## src/core/pbr_pkg.sv

```systemverilog
`default_nettype none
package pbr_pkg;
    // ==========================================================
    // Register map
    localparam logic [7:0] ADDR_SW_CFG   = 8'h15;
    localparam logic [7:0] ADDR_BUCK     = 8'h16;
    localparam logic [7:0] SW_CFG_RESET  = 8'h00;
    localparam logic [7:0] BUCK_RESET    = 8'hB5;
    // Writable bits; everything else is reserved and reads zero
    localparam logic [7:0] SW_CFG_WMASK  = 8'h3F;
    localparam logic [7:0] BUCK_WMASK    = 8'hBF;

    // ==========================================================
    // Field positions
    localparam int NUM_SWITCHES  = 3;
    localparam int FAIL_LSB      = 3;
    localparam int DIS_LSB       = 0;
    localparam int SKIP_BIT      = 7;
    localparam int CODE_W        = 6;

    // ==========================================================
    // Voltage code mapping, millivolts
    localparam int MV_W                  = 11;
    localparam logic [10:0] MV_BASE      = 11'h352;
    localparam logic [10:0] MV_STEP_FINE = 11'h00A;
    localparam logic [5:0]  MV_KNEE_CODE = 6'h32;
    localparam logic [10:0] MV_KNEE      = 11'h546;
    localparam logic [10:0] MV_STEP_WIDE = 11'h019;

    // ==========================================================
    // Timing
    localparam int CLK_KHZ        = 20000;
    localparam int BLANK_TIME_US  = 5000;
    localparam int BLANK_CYCLES   = BLANK_TIME_US * CLK_KHZ / 1000;
    localparam int SYNC_BITS      = 3;
    localparam int SYNC_PF        = 0;
    localparam int SYNC_OV        = 1;
    localparam int SYNC_UV        = 2;
endpackage : pbr_pkg
`default_nettype wire

```

## src/core/pbr_switch_ch.sv

```systemverilog
`timescale 1ns/100ps
`default_nettype none
module pbr_switch_ch
    import pbr_pkg::*;
(
    input  wire logic clock,         // System clock
    input  wire logic rst,           // Synchronous reset
    input  wire logic switch_en,     // Switch enable from sequencer
    input  wire logic fail_off_en,   // Power fail forces switch off
    input  wire logic discharge_en,  // Pull output down while off
    input  wire logic pf_low,        // Synchronised power fail, active
    output logic      switch_on,     // Switch gate drive
    output logic      discharge_on   // Output discharge drive
);
    logic on_d;
    logic on_q;
    logic dis_d;
    logic dis_q;

    // ==========================================================
    // Next state
    always_comb begin
        on_d  = switch_en & ~(fail_off_en & pf_low);
        dis_d = discharge_en & ~on_d;
    end

    always_ff @(posedge clock) begin
        if (rst) begin
            on_q  <= 1'b0;
            dis_q <= 1'b0;
        end else begin
            on_q  <= on_d;
            dis_q <= dis_d;
        end
    end

    assign switch_on    = on_q;
    assign discharge_on = dis_q;
endmodule : pbr_switch_ch
`default_nettype wire

```

## src/core/pbr_blank_timer.sv

```systemverilog
`timescale 1ns/100ps
`default_nettype none
module pbr_blank_timer #(
    parameter int CYCLES = 100000
) (
    input  wire logic clock,     // System clock
    input  wire logic rst,       // Synchronous reset
    input  wire logic start,     // Restart the interval
    output logic      active     // Interval running
);
    localparam int CW = $clog2(CYCLES + 1);
    localparam logic [CW-1:0] LOAD = CW'(CYCLES);
    localparam logic [CW-1:0] ONE  = CW'(1);

    logic [CW-1:0] count_d;
    logic [CW-1:0] count_q;

    // ==========================================================
    // Countdown; a new start reloads so blanking always covers
    // the full interval after the latest write
    always_comb begin
        count_d = count_q;
        if (start) begin
            count_d = LOAD;
        end else if (count_q != '0) begin
            count_d = count_q - ONE;
        end
    end

    always_ff @(posedge clock) begin
        if (rst) begin
            count_q <= '0;
        end else begin
            count_q <= count_d;
        end
    end

    assign active = (count_q != '0);
endmodule : pbr_blank_timer
`default_nettype wire

```

## src/core/pbr_regs.sv

```systemverilog
// Behaviour
// - Both registers accept writes only while the password unlock is satisfied.
// - A switch with fail-off set turns off while the power-fail output is low.
// - A switch with fail-off clear ignores the power-fail output.
// - With discharge enabled, a switch output is pulled down whenever it is off.
// - With discharge disabled, no pull-down is applied to the switch output.
// - Any accepted buck write blanks over- and under-voltage monitoring for 5 ms.
// - A new voltage code reaches the converter only on a commit strobe.
// - Bit 7 enables pulse skipping, resets to one; zero forces fixed frequency.
// - Code maps 0.850 V plus 10 mV steps to 1.350 V, then 25 mV steps.
`timescale 1ns/100ps
`default_nettype none
module pbr_regs
    import pbr_pkg::*;
#(
    parameter int BLANK_CYC = BLANK_CYCLES
) (
    input  wire logic              clock,            // 20 MHz system clock
    input  wire logic              rst,              // Synchronous reset, high
    input  wire logic              wr_en,            // Register write strobe
    input  wire logic [7:0]        wr_addr,          // Write subaddress
    input  wire logic [7:0]        wr_data,          // Write data
    input  wire logic              unlock_ok,        // Password sequence satisfied
    input  wire logic              rd_en,            // Register read strobe
    input  wire logic [7:0]        rd_addr,          // Read subaddress
    output logic [7:0]             rd_data,          // Read data, one cycle later
    output logic                   rd_valid,         // Read data valid pulse
    output logic                   wr_rejected,      // Locked write refused pulse
    input  wire logic              commit,           // Commit strobe, either kind
    input  wire logic [2:0]        switch_en,        // Switch enables from sequencer
    input  wire logic              power_fail_out_n, // Power-fail comparator pin
    input  wire logic              ov_raw,           // Buck over-voltage comparator
    input  wire logic              uv_raw,           // Buck under-voltage comparator
    output logic [2:0]             switch_on,        // Switch gate drives
    output logic [2:0]             discharge_on,     // Switch discharge drives
    output logic                   pulse_skip_en,    // Light-load pulse skipping
    output logic [CODE_W-1:0]      applied_code,     // Committed voltage code
    output logic [MV_W-1:0]        applied_mv,       // Committed target, millivolts
    output logic                   monitor_blank,    // Monitoring suppressed
    output logic                   ov_fault,         // Qualified over-voltage
    output logic                   uv_fault          // Qualified under-voltage
);

    // ==========================================================
    // Pin synchronisers
    logic [SYNC_BITS-1:0] meta_d;
    logic [SYNC_BITS-1:0] meta_q;
    logic [SYNC_BITS-1:0] sync_d;
    logic [SYNC_BITS-1:0] sync_q;

    always_comb begin
        meta_d          = '0;
        meta_d[SYNC_PF] = ~power_fail_out_n;
        meta_d[SYNC_OV] = ov_raw;
        meta_d[SYNC_UV] = uv_raw;
        sync_d          = meta_q;
    end

    always_ff @(posedge clock) begin
        if (rst) begin
            meta_q <= '0;
            sync_q <= '0;
        end else begin
            meta_q <= meta_d;
            sync_q <= sync_d;
        end
    end

    logic pf_low;
    assign pf_low = sync_q[SYNC_PF];

    // ==========================================================
    // Register file
    logic [7:0] sw_cfg_d;
    logic [7:0] sw_cfg_q;
    logic [7:0] buck_d;
    logic [7:0] buck_q;
    logic       hit_sw;
    logic       hit_buck;
    logic       acc_sw;
    logic       acc_buck;
    logic       rej_d;
    logic       rej_q;

    always_comb begin
        hit_sw   = (wr_addr == ADDR_SW_CFG);
        hit_buck = (wr_addr == ADDR_BUCK);
        acc_sw   = wr_en & unlock_ok & hit_sw;
        acc_buck = wr_en & unlock_ok & hit_buck;
        rej_d    = wr_en & ~unlock_ok & (hit_sw | hit_buck);
        sw_cfg_d = sw_cfg_q;
        buck_d   = buck_q;
        if (acc_sw) begin
            sw_cfg_d = wr_data & SW_CFG_WMASK;
        end
        if (acc_buck) begin
            buck_d = wr_data & BUCK_WMASK;
        end
    end

    always_ff @(posedge clock) begin
        if (rst) begin
            sw_cfg_q <= SW_CFG_RESET;
            buck_q   <= BUCK_RESET;
            rej_q    <= 1'b0;
        end else begin
            sw_cfg_q <= sw_cfg_d;
            buck_q   <= buck_d;
            rej_q    <= rej_d;
        end
    end

    assign wr_rejected   = rej_q;
    assign pulse_skip_en = buck_q[SKIP_BIT];

    // ==========================================================
    // Read port; reads are not password protected
    logic [7:0] rdat_d;
    logic [7:0] rdat_q;
    logic       rval_q;

    always_comb begin
        rdat_d = rdat_q;
        if (rd_en) begin
            case (rd_addr)
                ADDR_SW_CFG: rdat_d = sw_cfg_q;
                ADDR_BUCK:   rdat_d = buck_q;
                default:     rdat_d = 8'h00;
            endcase
        end
    end

    always_ff @(posedge clock) begin
        if (rst) begin
            rdat_q <= 8'h00;
            rval_q <= 1'b0;
        end else begin
            rdat_q <= rdat_d;
            rval_q <= rd_en;
        end
    end

    assign rd_data  = rdat_q;
    assign rd_valid = rval_q;

    // ==========================================================
    // Load switches
    logic [2:0] fail_en;
    logic [2:0] dis_en;

    assign fail_en = sw_cfg_q[FAIL_LSB +: NUM_SWITCHES];
    assign dis_en  = sw_cfg_q[DIS_LSB +: NUM_SWITCHES];

    for (genvar i = 0; i < NUM_SWITCHES; i++) begin : g_sw
        pbr_switch_ch u_ch (
            .clock        (clock),
            .rst          (rst),
            .switch_en    (switch_en[i]),
            .fail_off_en  (fail_en[i]),
            .discharge_en (dis_en[i]),
            .pf_low       (pf_low),
            .switch_on    (switch_on[i]),
            .discharge_on (discharge_on[i])
        );
    end

    // ==========================================================
    // Monitor blanking
    logic blank_act;

    pbr_blank_timer #(
        .CYCLES (BLANK_CYC)
    ) u_blank (
        .clock  (clock),
        .rst    (rst),
        .start  (acc_buck),
        .active (blank_act)
    );

    logic ov_d;
    logic ov_q;
    logic uv_d;
    logic uv_q;

    always_comb begin
        ov_d = sync_q[SYNC_OV] & ~blank_act;
        uv_d = sync_q[SYNC_UV] & ~blank_act;
    end

    always_ff @(posedge clock) begin
        if (rst) begin
            ov_q <= 1'b0;
            uv_q <= 1'b0;
        end else begin
            ov_q <= ov_d;
            uv_q <= uv_d;
        end
    end

    assign monitor_blank = blank_act;
    assign ov_fault      = ov_q;
    assign uv_fault      = uv_q;

    // ==========================================================
    // Voltage commit; the voltage code is staged, the converter
    // only sees it after commit so several writes land at once
    logic [CODE_W-1:0] code_d;
    logic [CODE_W-1:0] code_q;
    logic [MV_W-1:0]   mv_d;
    logic [MV_W-1:0]   mv_q;
    logic [CODE_W-1:0] new_code;

    always_comb begin
        new_code = buck_q[CODE_W-1:0];
        code_d   = code_q;
        mv_d     = mv_q;
        if (commit) begin
            code_d = new_code;
            if (new_code <= MV_KNEE_CODE) begin
                mv_d = MV_BASE + MV_W'(MV_STEP_FINE * new_code);
            end else begin
                mv_d = MV_KNEE
                     + MV_W'(MV_STEP_WIDE * (new_code - MV_KNEE_CODE));
            end
        end
    end

    always_ff @(posedge clock) begin
        if (rst) begin
            code_q <= BUCK_RESET[CODE_W-1:0];
            mv_q   <= MV_KNEE + MV_W'(MV_STEP_WIDE
                      * (BUCK_RESET[CODE_W-1:0] - MV_KNEE_CODE));
        end else begin
            code_q <= code_d;
            mv_q   <= mv_d;
        end
    end

    assign applied_code = code_q;
    assign applied_mv   = mv_q;

    // ==========================================================
    // Checks
    localparam int BW = $clog2(BLANK_CYC + 1);
    logic [BW-1:0] blank_age_q;

    always_ff @(posedge clock) begin
        if (rst || acc_buck) begin
            blank_age_q <= '0;
        end else if (blank_act) begin
            blank_age_q <= blank_age_q + BW'(1);
        end
    end
endmodule : pbr_regs
`default_nettype wire

```

## config.mk

```make
export PLATFORM = sky130hd
export DESIGN_NAME = pbr_regs
export DESIGN_NICKNAME = d
export VERILOG_FILES = /design/src/core/pbr_pkg.sv /design/src/core/pbr_switch_ch.sv /design/src/core/pbr_blank_timer.sv /design/src/core/pbr_regs.sv
export SDC_FILE = /design/constraint.sdc
export NUM_CORES = 1
export LEC_CHECK = 0
export BUFFER_PORTS_ARGS = -buffer_cell sky130_fd_sc_hd__buf_4
export CAP_MARGIN = 20
export CORE_MARGIN = 5
export CORE_UTILIZATION = 50
export CTS_CLUSTER_DIAMETER = 50
export CTS_CLUSTER_SIZE = 20
export DETAILED_ROUTE_END_ITERATION = 10
export HOLD_SLACK_MARGIN = 0.1
export PLACE_DENSITY_LB_ADDON = 0.25
export SKIP_CTS_REPAIR_TIMING = 1
export SLEW_MARGIN = 5
export SYNTH_ARGS = -nofsm -noshare
export SYNTH_HDL_FRONTEND = slang
export SYNTH_SLANG_ARGS = --single-unit
```

## constraint.sdc

```tcl
create_clock -name clock -period 6.1 [get_ports clock]
set_clock_uncertainty 0.2 [all_clocks]
set_input_delay 0.915 -clock clock [delete_from_list [all_inputs] [get_ports clock]]
set_output_delay 0.915 -clock clock [all_outputs]
set_load 0.02 [all_outputs]
```

* After elaboration in Yosys (flattened, before gate mapping) *
Cells that the tools add are included.

storage, ports and cells
  output and inout bits = 37
  input bits = 36
  register bits = 71
  logic and storage cells = 63

cells by class
  muxes and demuxes = 4
  add/subtract/negate cells = 4
  $lt $le $gt $ge = 1
  bitwise logic cells = 26
  reductions and logical operators = 3
  eq/ne operators = 4
  $mul = 2

operators with widths
  kind                      count
  $mux W17                  2
  $eq A8 B5 Y1 const B      4
  $reduce_bool A17 Y1       1
  $sub A17 B1 Y17 const B   1
  $and A1 B1 Y1             16
  $pmux W8 S2               1
  $add A10 B10 Y11 const A  1
  $add A11 B11 Y11 const A  1
  $mul A6 B7 Y11 const A    1
  $mux W11                  1
  $mul A3 B6 Y9 const A     1
  $not A1 Y1                9
  $sub A6 B6 Y7 const B     1
  $le A6 B6 Y1 const B      1
  $reduce_bool A2 Y1        1
  $reduce_or A2 Y1          1
  $or A1 B1 Y1              1

* Depth between registers and ports, before layout *
Gate-level depths: netlist of run 1.

  depth after elaboration = 5
  mapped depth = 18
  depth with buffers taken out = 17

* By module *
Synthesis of run 1 repeated with hierarchy kept, for this count alone.

unflattened totals
  cell total of the unflattened synthesis = 451
  area total of the unflattened synthesis = 4035.1 um^2

modules (own cells, without submodules)
  module           cells each  area an instance (um^2)  seq. area each (um^2)  instances
  pbr_regs         320         2922.8                   940.9                  1
  pbr_blank_timer  113         909.6                    340.3                  1
  pbr_switch_ch    6           67.6                     40.0                   3

* Worst setup path after synthesis of run 1 *
No wires, ideal clock.

  path type = register to register
  from = reg buck_q[1]
  to = reg mv_q[10], in the netlist applied_mv[10]
  buffers on the path = 1
  arrival time = 4064 ps
  library setup time = 120 ps
  data required time = 5780 ps
  slack = 1717 ps
  period minus slack after synthesis = 4383 ps
  stages on the path, launching flop included = 19
  cell sequence = dfxtp_1 -> clkbuf_1 -> inv_1 -> ha_1 -> nor2b_1 -> nand2b_1 -> xnor2_1 -> fa_1 -> ha_1 -> inv_1 -> fa_1 -> inv_1 -> ha_1 -> and4b_1 -> nor3_1 -> o31ai_1 -> xor2_1 -> a221oi_1 -> a211o_1

on the way
  word-level cells in the longest chain between the ends = 4
  elaborated cells between the ends (all ways) = 7
  those cells by class = add/sub: 3; mul: 2; order compare: 1; mux: 1

RTL lines
  element                 RTL line         text
  from (decl)             pbr_regs.sv:77   logic [7:0] buck_q;
  from (signal assigned)  pbr_regs.sv:108  buck_q <= buck_d;
  $sub A6 B6 Y7           pbr_regs.sv:223  + MV_W'(MV_STEP_WIDE * (new_code - MV_KNEE_CODE));
  $mul A6 B7 Y11          pbr_regs.sv:223
  $add A11 B11 Y11        pbr_regs.sv:223
  $mux W11 (*)            pbr_regs.sv:219  if (new_code <= MV_KNEE_CODE) begin
  to (signal assigned)    pbr_regs.sv:231  mv_q <= MV_KNEE + MV_W'(MV_STEP_WIDE
  to (signal assigned)    pbr_regs.sv:235  mv_q <= mv_d;
  to (decl)               pbr_regs.sv:210  logic [MV_W-1:0] mv_q;

Mark *: on every way between the ends. The rest lies on a longest branch, timed or not.
A chain may end at the register's enable or synchronous reset.

* Worst setup path after layout of run 1 *
Same ends and word-level chain as after synthesis.

==> run summary, run 1 <==
post-synthesis area per instance: 9.06 um2
Clock transition at path regs: 70 ps
PwrDens: 263 nW/um2
Mapped Nets: 511
synth unique cells: 54
FF-to-FF Start: buck_q[1]
compound-gate portion of the synthesized area: 0.134
XOR/XNOR Fraction of Synth Area: 0.0746
Setup crit end: applied_mv[10]
register area share after synthesis: 0.356
post-synth top area share: 0.356
antenna fix cells: 0
share of async-settable or async-resettable flops after synthesis: 0
CTS tree: built
gr ovfl total: 0
synthesized area: 3940 um2
#FFs+latches synth: 70
# setup viols final: 0
min cycle time layout: 4720 ps
Max rail drop VDD: 0.134 mV
Synth Area in Simple Gates: 0.210
Die W: 98.8 um
Total GRT Usage: 0.182
FF-to-FF End: applied_mv[10]
most frequent cells in the layout: 71 x buf_4, 70 x dfxtp_1, 45 x nor2_1
EDFF count, synth: 0
Fmax: 212 MHz
Cells on Worst Hold Path: 1
Port Buffers: 70
crit path launch: buck_q[1]
Placer Congestion: 0.856
WL final: 8590 um
Num CTS Buffers: 9
Starting Density: 0.513
Max Buffers Root-to-Sink: 2
share of layout cells above drive strength 1: 0.189
row cnt: 32
Tcrit/Tclk final: 0.774
largest net degree at the start of global routing: 62
setup_tns: 0 ps
CORE AREA: 7690 um2
top_reg_cell synth: dfxtp_1
fillers: 734
# nets final: 568
post-route ant nets: 0
Synth area leaders: dfxtp_1 36%, ha_1 11%, xnor2_1 4.4%, nor2_1 4.3%, a21oi_1 3.8%
worst-skew pair later-pin latency: 340 ps
Max Slew Vio Count: 0
Post-Synth Adder-Cell Area: 0.138
Die H: 98.8 um
Final Hold Viols: 0
most common cell after layout, fill and taps aside: buf_4
via count: 3187
Root Driver: clkbuf_8
Slew Limit Headroom: 0.476
Detailed Routing Iterations Pass 1: 4
largest family of logic cells by synthesized area: simple AND/OR/NAND/NOR gates
vias in the first global route: 3238
static leakage: 2.10 nW
Gate Count Post-Synth: 435
largest fanout on the critical path: 12
Reg2Reg Setup Slack: 1380 ps
Worst setup EP type: register
RSZ-0062 raised after global routing: no
design area: 4660 um2
Final Power: 0.00123 W
Synth warnings: 0
DP Area: 4480 um2
DRC Markers: 0
vias per cell: 5.32
status: completed
max-cap violation count: 0
io pins: 73
initial drt markers: 156
Hold Crit Class: reg2reg
Crit path required time: 6130 ps
Critical Setup Path Class: reg2reg
Worst Slack Setup Final: 1380 ps
WP data arrival: 4750 ps
initial antenna violation count: 0
first-pass GRT wire length: 14500 um
CP startpoint kind: register
WL per Instance: 14.3 um
TritonCTS Sinks: 70
multiplexer share of the synthesized area: 0.0308
Reg2Reg Depth: 17
largest area contributor in the netlist: dfxtp_1
H-tree depth: 3
Slew @ Worst Pin: 781 ps
DP Wirelength: 6460 um
setup slack at placement: 1380 ps
Area Overhead vs Synth: 18.3%
die area: 9760 um2
[worst max-delay path, cell delays in order (launching register included)]
cell      delay (ps)
dfxtp_1          600
inv_1            160
ha_1             270
nor2b_1          170
nand2b_1         210
xnor2_1          230
fa_1             450
ha_1             280
inv_1             50
fa_1             500
inv_1             40
ha_1             300
and4b_1          250
nor3_1            70
o31ai_1          320
xor2_1           180
a221oi_1          90
a211o_1          240
[per-layer routing]
layer	GRT usage	share of wire	vias to the layer above
li1	-	-	1614
met3	0.0354	0.036	11
met2	0.341	0.54	43
met5	0	0	-
met4	0.0683	0.016	0
met1	0.201	0.41	1519
[synthesized netlist by cell type (all sizes together) (6+ instances only)]
library cell,n
mux2i,11
xnor2,20
buf,11
nor3,13
fa,6
nand2b,11
nor2,45
o21ai,6
nor2b,14
dfxtp,70
a211o,7
a22o,6
nand2,27
nand3,10
ha,34
inv,26
a21oi,30
xor2,11
nand3b,6
nor4,7
clkbuf,14
[registers in the layout, summed over array words and instances (netlist names), 3 cells and up]
register                cells
u_blank.count_q            17
applied_mv                 11
buck_q                      7
rd_data                     7
applied_code                6
sw_cfg_q                    6
g_sw.u_ch.discharge_on      3
g_sw.u_ch.switch_on         3
meta_q                      3
sync_q                      3
[logic make-up after synthesis]
kind of cell    count (synthesis)
xor+xnor                       32
fa+ha+maj                      40
other cells                     1
flops                          70
simple gates                  153
compound gates                 76
buf+inv                        51
mux                            12
[cell type report]
| cell class | instances | area, um2 | share of cell area |
|---|---|---|---|
| clock buffer | 12 | 135 | 0.0290 |
| multi-input combinational | 314 | 2320 | 0.498 |
| sequential | 70 | 1400 | 0.301 |
| clock inverter | 4 | 47.5 | 0.0102 |
| tap | 102 | 128 | 0.0274 |
| inverter | 26 | 97.6 | 0.0209 |
| timing repair buffer | 71 | 533 | 0.114 |
[how the worst min path moves through the flow]
| stage | startpoint | end | slack, ps |
|---|---|---|---|
| after global routing | meta_q[0] | sync_q[0] | 260 |
| after detailed placement | meta_q[0] | sync_q[0] | 220 |
| final | meta_q[0] | sync_q[0] | 240 |
| after global placement | meta_q[1] | sync_q[1] | 220 |
| after CTS | meta_q[0] | sync_q[0] | 240 |
| after floorplan | meta_q[0] | sync_q[0] | 210 |
[where the power goes]
part | switching [W] | leakage [nW] | total [W] | internal, W
Sequential | 0.0000405 | 0.571 | 0.000538 | 0.000498
Clock | 0.000173 | 0.0904 | 0.000362 | 0.000188
Combinational | 0.000176 | 1.44 | 0.000326 | 0.000150
Total | 0.000390 | 2.10 | 0.00123 | 0.000837
[per-stage QoR]
step	hold WS, ps	instances	util
floorplan	214	435	-
global placement	218	583	0.583
detailed placement	222	583	0.583
CTS	239	599	0.606
global route	257	599	0.606
finish	238	599	0.606
No activity file was read; power rests on OpenSTA's default activity.
==> inputs of run 2 (changes only) <==
- clock period: 6.1 -> 4.9 ns (I/O delays scaled with it)
==> run summary, run 2 (same netlist as run 1, synthesis figures left out) <==
status: completed
Cells after DPL: 587 (+0.69%)
Top delay family on crit path: adder cells
via count: 3176 (-0.35%)
largest fanout on the critical path: 3 (-9)
Slew Limit Headroom: 0.522 (+0.0461)
Area Overhead vs Synth: 19.5%
Hold Crit Class: reg2reg
Max Buffers Root-to-Sink: 2 (unchanged)
die area: 9760 um2 (unchanged)
CORE AREA: 7690 um2 (unchanged)
Num CTS Buffers: 9 (unchanged)
TritonCTS Sinks: 70 (unchanged)
initial drt markers: 103 (-34%)
Critical Setup Path Class: reg2reg
Fmax: 230 MHz (+8.4%)
post-route ant nets: 0 (unchanged)
Die H: 98.8 um (unchanged)
Worst path slowest cell: fa_1
Starting Density: 0.513 (unchanged)
CP Buf/Inv Count: 3 (unchanged)
Tcrit/Tclk final: 0.889 (+0.115)
initial antenna violation count: 0 (unchanged)
PwrDens: 327 nW/um2 (+24%)
Non-Filler Instances: 603 (+0.67%)
Top reg by flops: u_blank.count_q
setup_tns: 0 ps (unchanged)
final hold slack: 241 ps (+2.50 ps)
Die W: 98.8 um (unchanged)
design area: 4710 um2 (+1.0%)
Crit path required time: 4940 ps (-1190 ps)
slowest stage delay, CP: 490 ps (-110 ps)
H-tree depth: 3 (unchanged)
DRC Markers: 0 (unchanged)
Root Driver: clkbuf_8
most frequent cells in the layout: 75 x buf_4, 70 x dfxtp_1, 45 x nor2_1
vias per cell: 5.27 (-1.0%)
Placer Congestion: 0.888 (+3.8%)
worst-skew pair later-pin latency: 340 ps (about the same)
Worst setup EP type: register
antenna fix cells: 0 (unchanged)
vias in the first global route: 3213 (-0.77%)
static leakage: 2.13 nW (+1.2%)
min cycle time layout: 4360 ps (-365 ps)
DP Area: 4510 um2 (+0.67%)
Total GRT Usage: 0.179 (-0.00357)
share of layout cells above drive strength 1: 0.200 (+0.0105)
most common cell after layout, fill and taps aside: buf_4
Slew @ Worst Pin: 713 ps (-68.7 ps)
Max Slew Vio Count: 0 (unchanged)
WL final: 8510 um (-0.88%)
DP Wirelength: 6430 um (-0.47%)
io pins: 73 (unchanged)
Final Hold Viols: 0 (unchanged)
CP cell instances: inv_1 > ha_1 > nor2b_1 > nand2b_1 > xnor2_1 > fa_1 > ha_1 > inv_1 > fa_1 > inv_1 > ha_1 > and4b_1 > nor3_1 > o31ai_1 > xor2_1 > a221oi_1 > a211o_1
Max rail drop VDD: 0.170 mV (+27%)
max reg flops: 17 (unchanged)
largest net degree at the start of global routing: 62 (unchanged)
row cnt: 32 (unchanged)
setup slack at placement: 558 ps (-824 ps)
Worst Slack Setup Final: 543 ps (-835 ps)
Port Buffers: 70 (unchanged)
first-pass GRT wire length: 14300 um (-1.2%)
WL per Instance: 14.1 um (-1.5%)
max-cap violation count: 0 (unchanged)
Detailed Routing Iterations Pass 1: 4 (unchanged)
Clock transition at path regs: 80 ps (about the same)
WP data arrival: 4390 ps (-360 ps)
CTS tree: built
RSZ-0062 raised after global routing: no
CP startpoint kind: register
# setup viols final: 0 (unchanged)
# nets final: 572 (+0.70%)
gr ovfl total: 0 (unchanged)
## run 2: path summary, 6_finish.rpt
kind                            startpoint             end  slack (ps)  cells past startpoint
worst min-delay path             meta_q[1]       sync_q[1]         240                      1
worst min register to register   meta_q[1]       sync_q[1]         240                      1
worst max-delay path             buck_q[2]  applied_mv[10]         540                     17
worst max register to register   buck_q[2]  applied_mv[10]         540                     17
## run 2: routing by layer
| layer | routed length (um) | track usage |
|---|---|---|
| met1 | 3700 | 0.212 |
| met2 | 4450 | 0.316 |
| met3 | 256 | 0.0262 |
| met4 | 107 | 0.0819 |
| met5 | 0 | 0 |
## run 2: through the flow
stage	total power, W	util
floorplan	0.000996	-
global placement	0.00107	0.587
detailed placement	0.00109	0.587
CTS	0.00156	0.613
global route	0.00164	0.613
finish	0.00154	0.613
## run 2: final cells by class
cell class | instances | area, um2
clock inverter | 5 | 58.8
tap | 102 | 128
fill | 705 | 2980
sequential | 70 | 1400
timing repair buffer | 75 | 563
inverter | 26 | 97.6
clock buffer | 11 | 141
multi-input combinational | 314 | 2320
## run 2: report_power, final
part	internal, W	leakage (nW)	total, W	switching (W)
Clock	0.000249	0.0955	0.000467	0.000218
Combinational	0.000188	1.46	0.000408	0.000220
Sequential	0.000620	0.571	0.000668	0.0000477
==> inputs of run 3 (changes only) <==
- RECOVER_POWER: unset -> 25
==> run summary, run 3 (same netlist as run 1, synthesis figures left out) <==
status: finished, violations left
failing checks: max-capacitance violations, max-slew violations
# nets final: 572 (unchanged)
static leakage: 2.10 nW (-1.3%)
Detailed Routing Iterations Pass 1: 4 (unchanged)
Hold Crit Class: reg2reg
via count: 3171 (-0.16%)
Root Driver: clkbuf_8
TritonCTS Sinks: 70 (unchanged)
Clock transition at path regs: 80 ps (about the same)
die area: 9760 um2 (unchanged)
Worst path slowest cell: fa_1
post-route ant nets: 0 (unchanged)
Starting Density: 0.513 (unchanged)
Slew Limit Headroom: -0.660 (-1.18)
Critical Setup Path Class: reg2reg
antenna fix cells: 0 (unchanged)
share of layout cells above drive strength 1: 0.186 (-0.0140)
WL per Instance: 14.1 um (-0.28%)
Total GRT Usage: 0.179 (unchanged)
gr ovfl total: 0 (unchanged)
max-cap violation count: 1 (+1)
slowest stage delay, CP: 490 ps (about the same)
DP Area: 4510 um2 (unchanged)
H-tree depth: 3 (unchanged)
vias per cell: 5.26 (-0.16%)
Final Hold Viols: 0 (unchanged)
min cycle time layout: 4360 ps (+5.25 ps)
Final Power: 0.00154 W (about the same)
Die W: 98.8 um (unchanged)
Crit path required time: 4930 ps (about the same)
Worst setup EP type: register
worst-skew pair later-pin latency: 340 ps (about the same)
vias in the first global route: 3213 (unchanged)
Cells on Worst Hold Path: 1 (unchanged)
Tcrit/Tclk final: 0.890 (+0.00107)
Die H: 98.8 um (unchanged)
Max Buffers Root-to-Sink: 2 (unchanged)
most common cell after layout, fill and taps aside: dfxtp_1
max reg flops: 17 (unchanged)
largest fanout on the critical path: 3 (unchanged)
initial drt markers: 98 (-4.9%)
initial antenna violation count: 0 (unchanged)
Fmax: 229 MHz (-0.12%)
row cnt: 32 (unchanged)
Num CTS Buffers: 9 (unchanged)
CORE AREA: 7690 um2 (unchanged)
DP Wirelength: 6430 um (unchanged)
most frequent cells in the layout: 70 x dfxtp_1, 68 x buf_4, 45 x nor2_1
WL final: 8490 um (-0.28%)
Max rail drop VDD: 0.170 mV (-0.36%)
Max Slew Vio Count: 62 (+62)
RSZ-0062 raised after global routing: no
Placer Congestion: 0.888 (unchanged)
io pins: 73 (unchanged)
design area: 4680 um2 (-0.56%)
Slew @ Worst Pin: 2490 ps (+1780 ps)
Reg2Reg Setup Slack: 540 ps (about the same)
first-pass GRT wire length: 14300 um (unchanged)
fillers: 714 (+1.3%)
Area Overhead vs Synth: 18.8%
Reg2Reg Depth: 17 (unchanged)
DRC Markers: 0 (unchanged)
Top reg by flops: u_blank.count_q
CTS tree: built
largest net degree at the start of global routing: 62 (unchanged)
final core occ: 0.609 (-0.00342)
# setup viols final: 0 (unchanged)
setup_tns: 0 ps (unchanged)
Port Buffers: 70 (unchanged)
CP cell instances: inv_1 > ha_1 > nor2b_1 > nand2b_1 > xnor2_1 > fa_1 > ha_1 > inv_1 > fa_1 > inv_1 > ha_1 > and4b_1 > nor3_1 > o31ai_1 > xor2_1 > a221oi_1 > a211o_1
WP data arrival: 4390 ps (about the same)
PwrDens: 329 nW/um2 (+0.48%)
CP startpoint kind: register
[run 3: final cells by class]
class	instances	area (um2)	share of cell area
clock buffer	11	141	0.0302
clock inverter	5	58.8	0.0126
inverter	26	97.6	0.0208
multi-input combinational	314	2320	0.495
sequential	70	1400	0.299
tap	102	128	0.0273
timing repair buffer	75	537	0.115
[run 3: path summary, 6_finish.rpt]
kind,from,to
setup / recovery,buck_q[2],applied_mv[10]
hold / removal,meta_q[1],sync_q[1]
setup reg to reg,buck_q[2],applied_mv[10]
hold reg to reg,meta_q[1],sync_q[1]
[run 3: stage by stage]
stage | worst slack (ps) | cells | hold WS, ps
final | 538 | 603 | 240
after floorplan | 517 | 435 | 214
after global placement | 623 | 587 | 217
after global routing | 256 | 603 | 267
after detailed placement | 558 | 587 | 228
after CTS | 545 | 603 | 247
[run 3: power breakdown]
group	total [W]	switching [W]	internal (W)
combinational	0.000407	0.000220	0.000187
sequential	0.000668	0.0000477	0.000620
clock	0.000467	0.000218	0.000249
[run 3: per-layer routing]
layer,up-vias,track usage,part of all wire
met2,41,0.316,0.52
met5,-,0,0
met1,1486,0.212,0.43
met3,18,0.0262,0.028
met4,0,0.0819,0.020
li1,1626,-,-
[run 3: critical path, delay by kind of cell, from the launching register on]
family                     cells  cell delay [ps]
AOI/OAI and AO/OA              3              640
xor gates and xnor gates       2              350
adders and majority gates      5             1750
buffers and inverters          3              190
DFF                            1              320
and+or+nand+nor                4              790
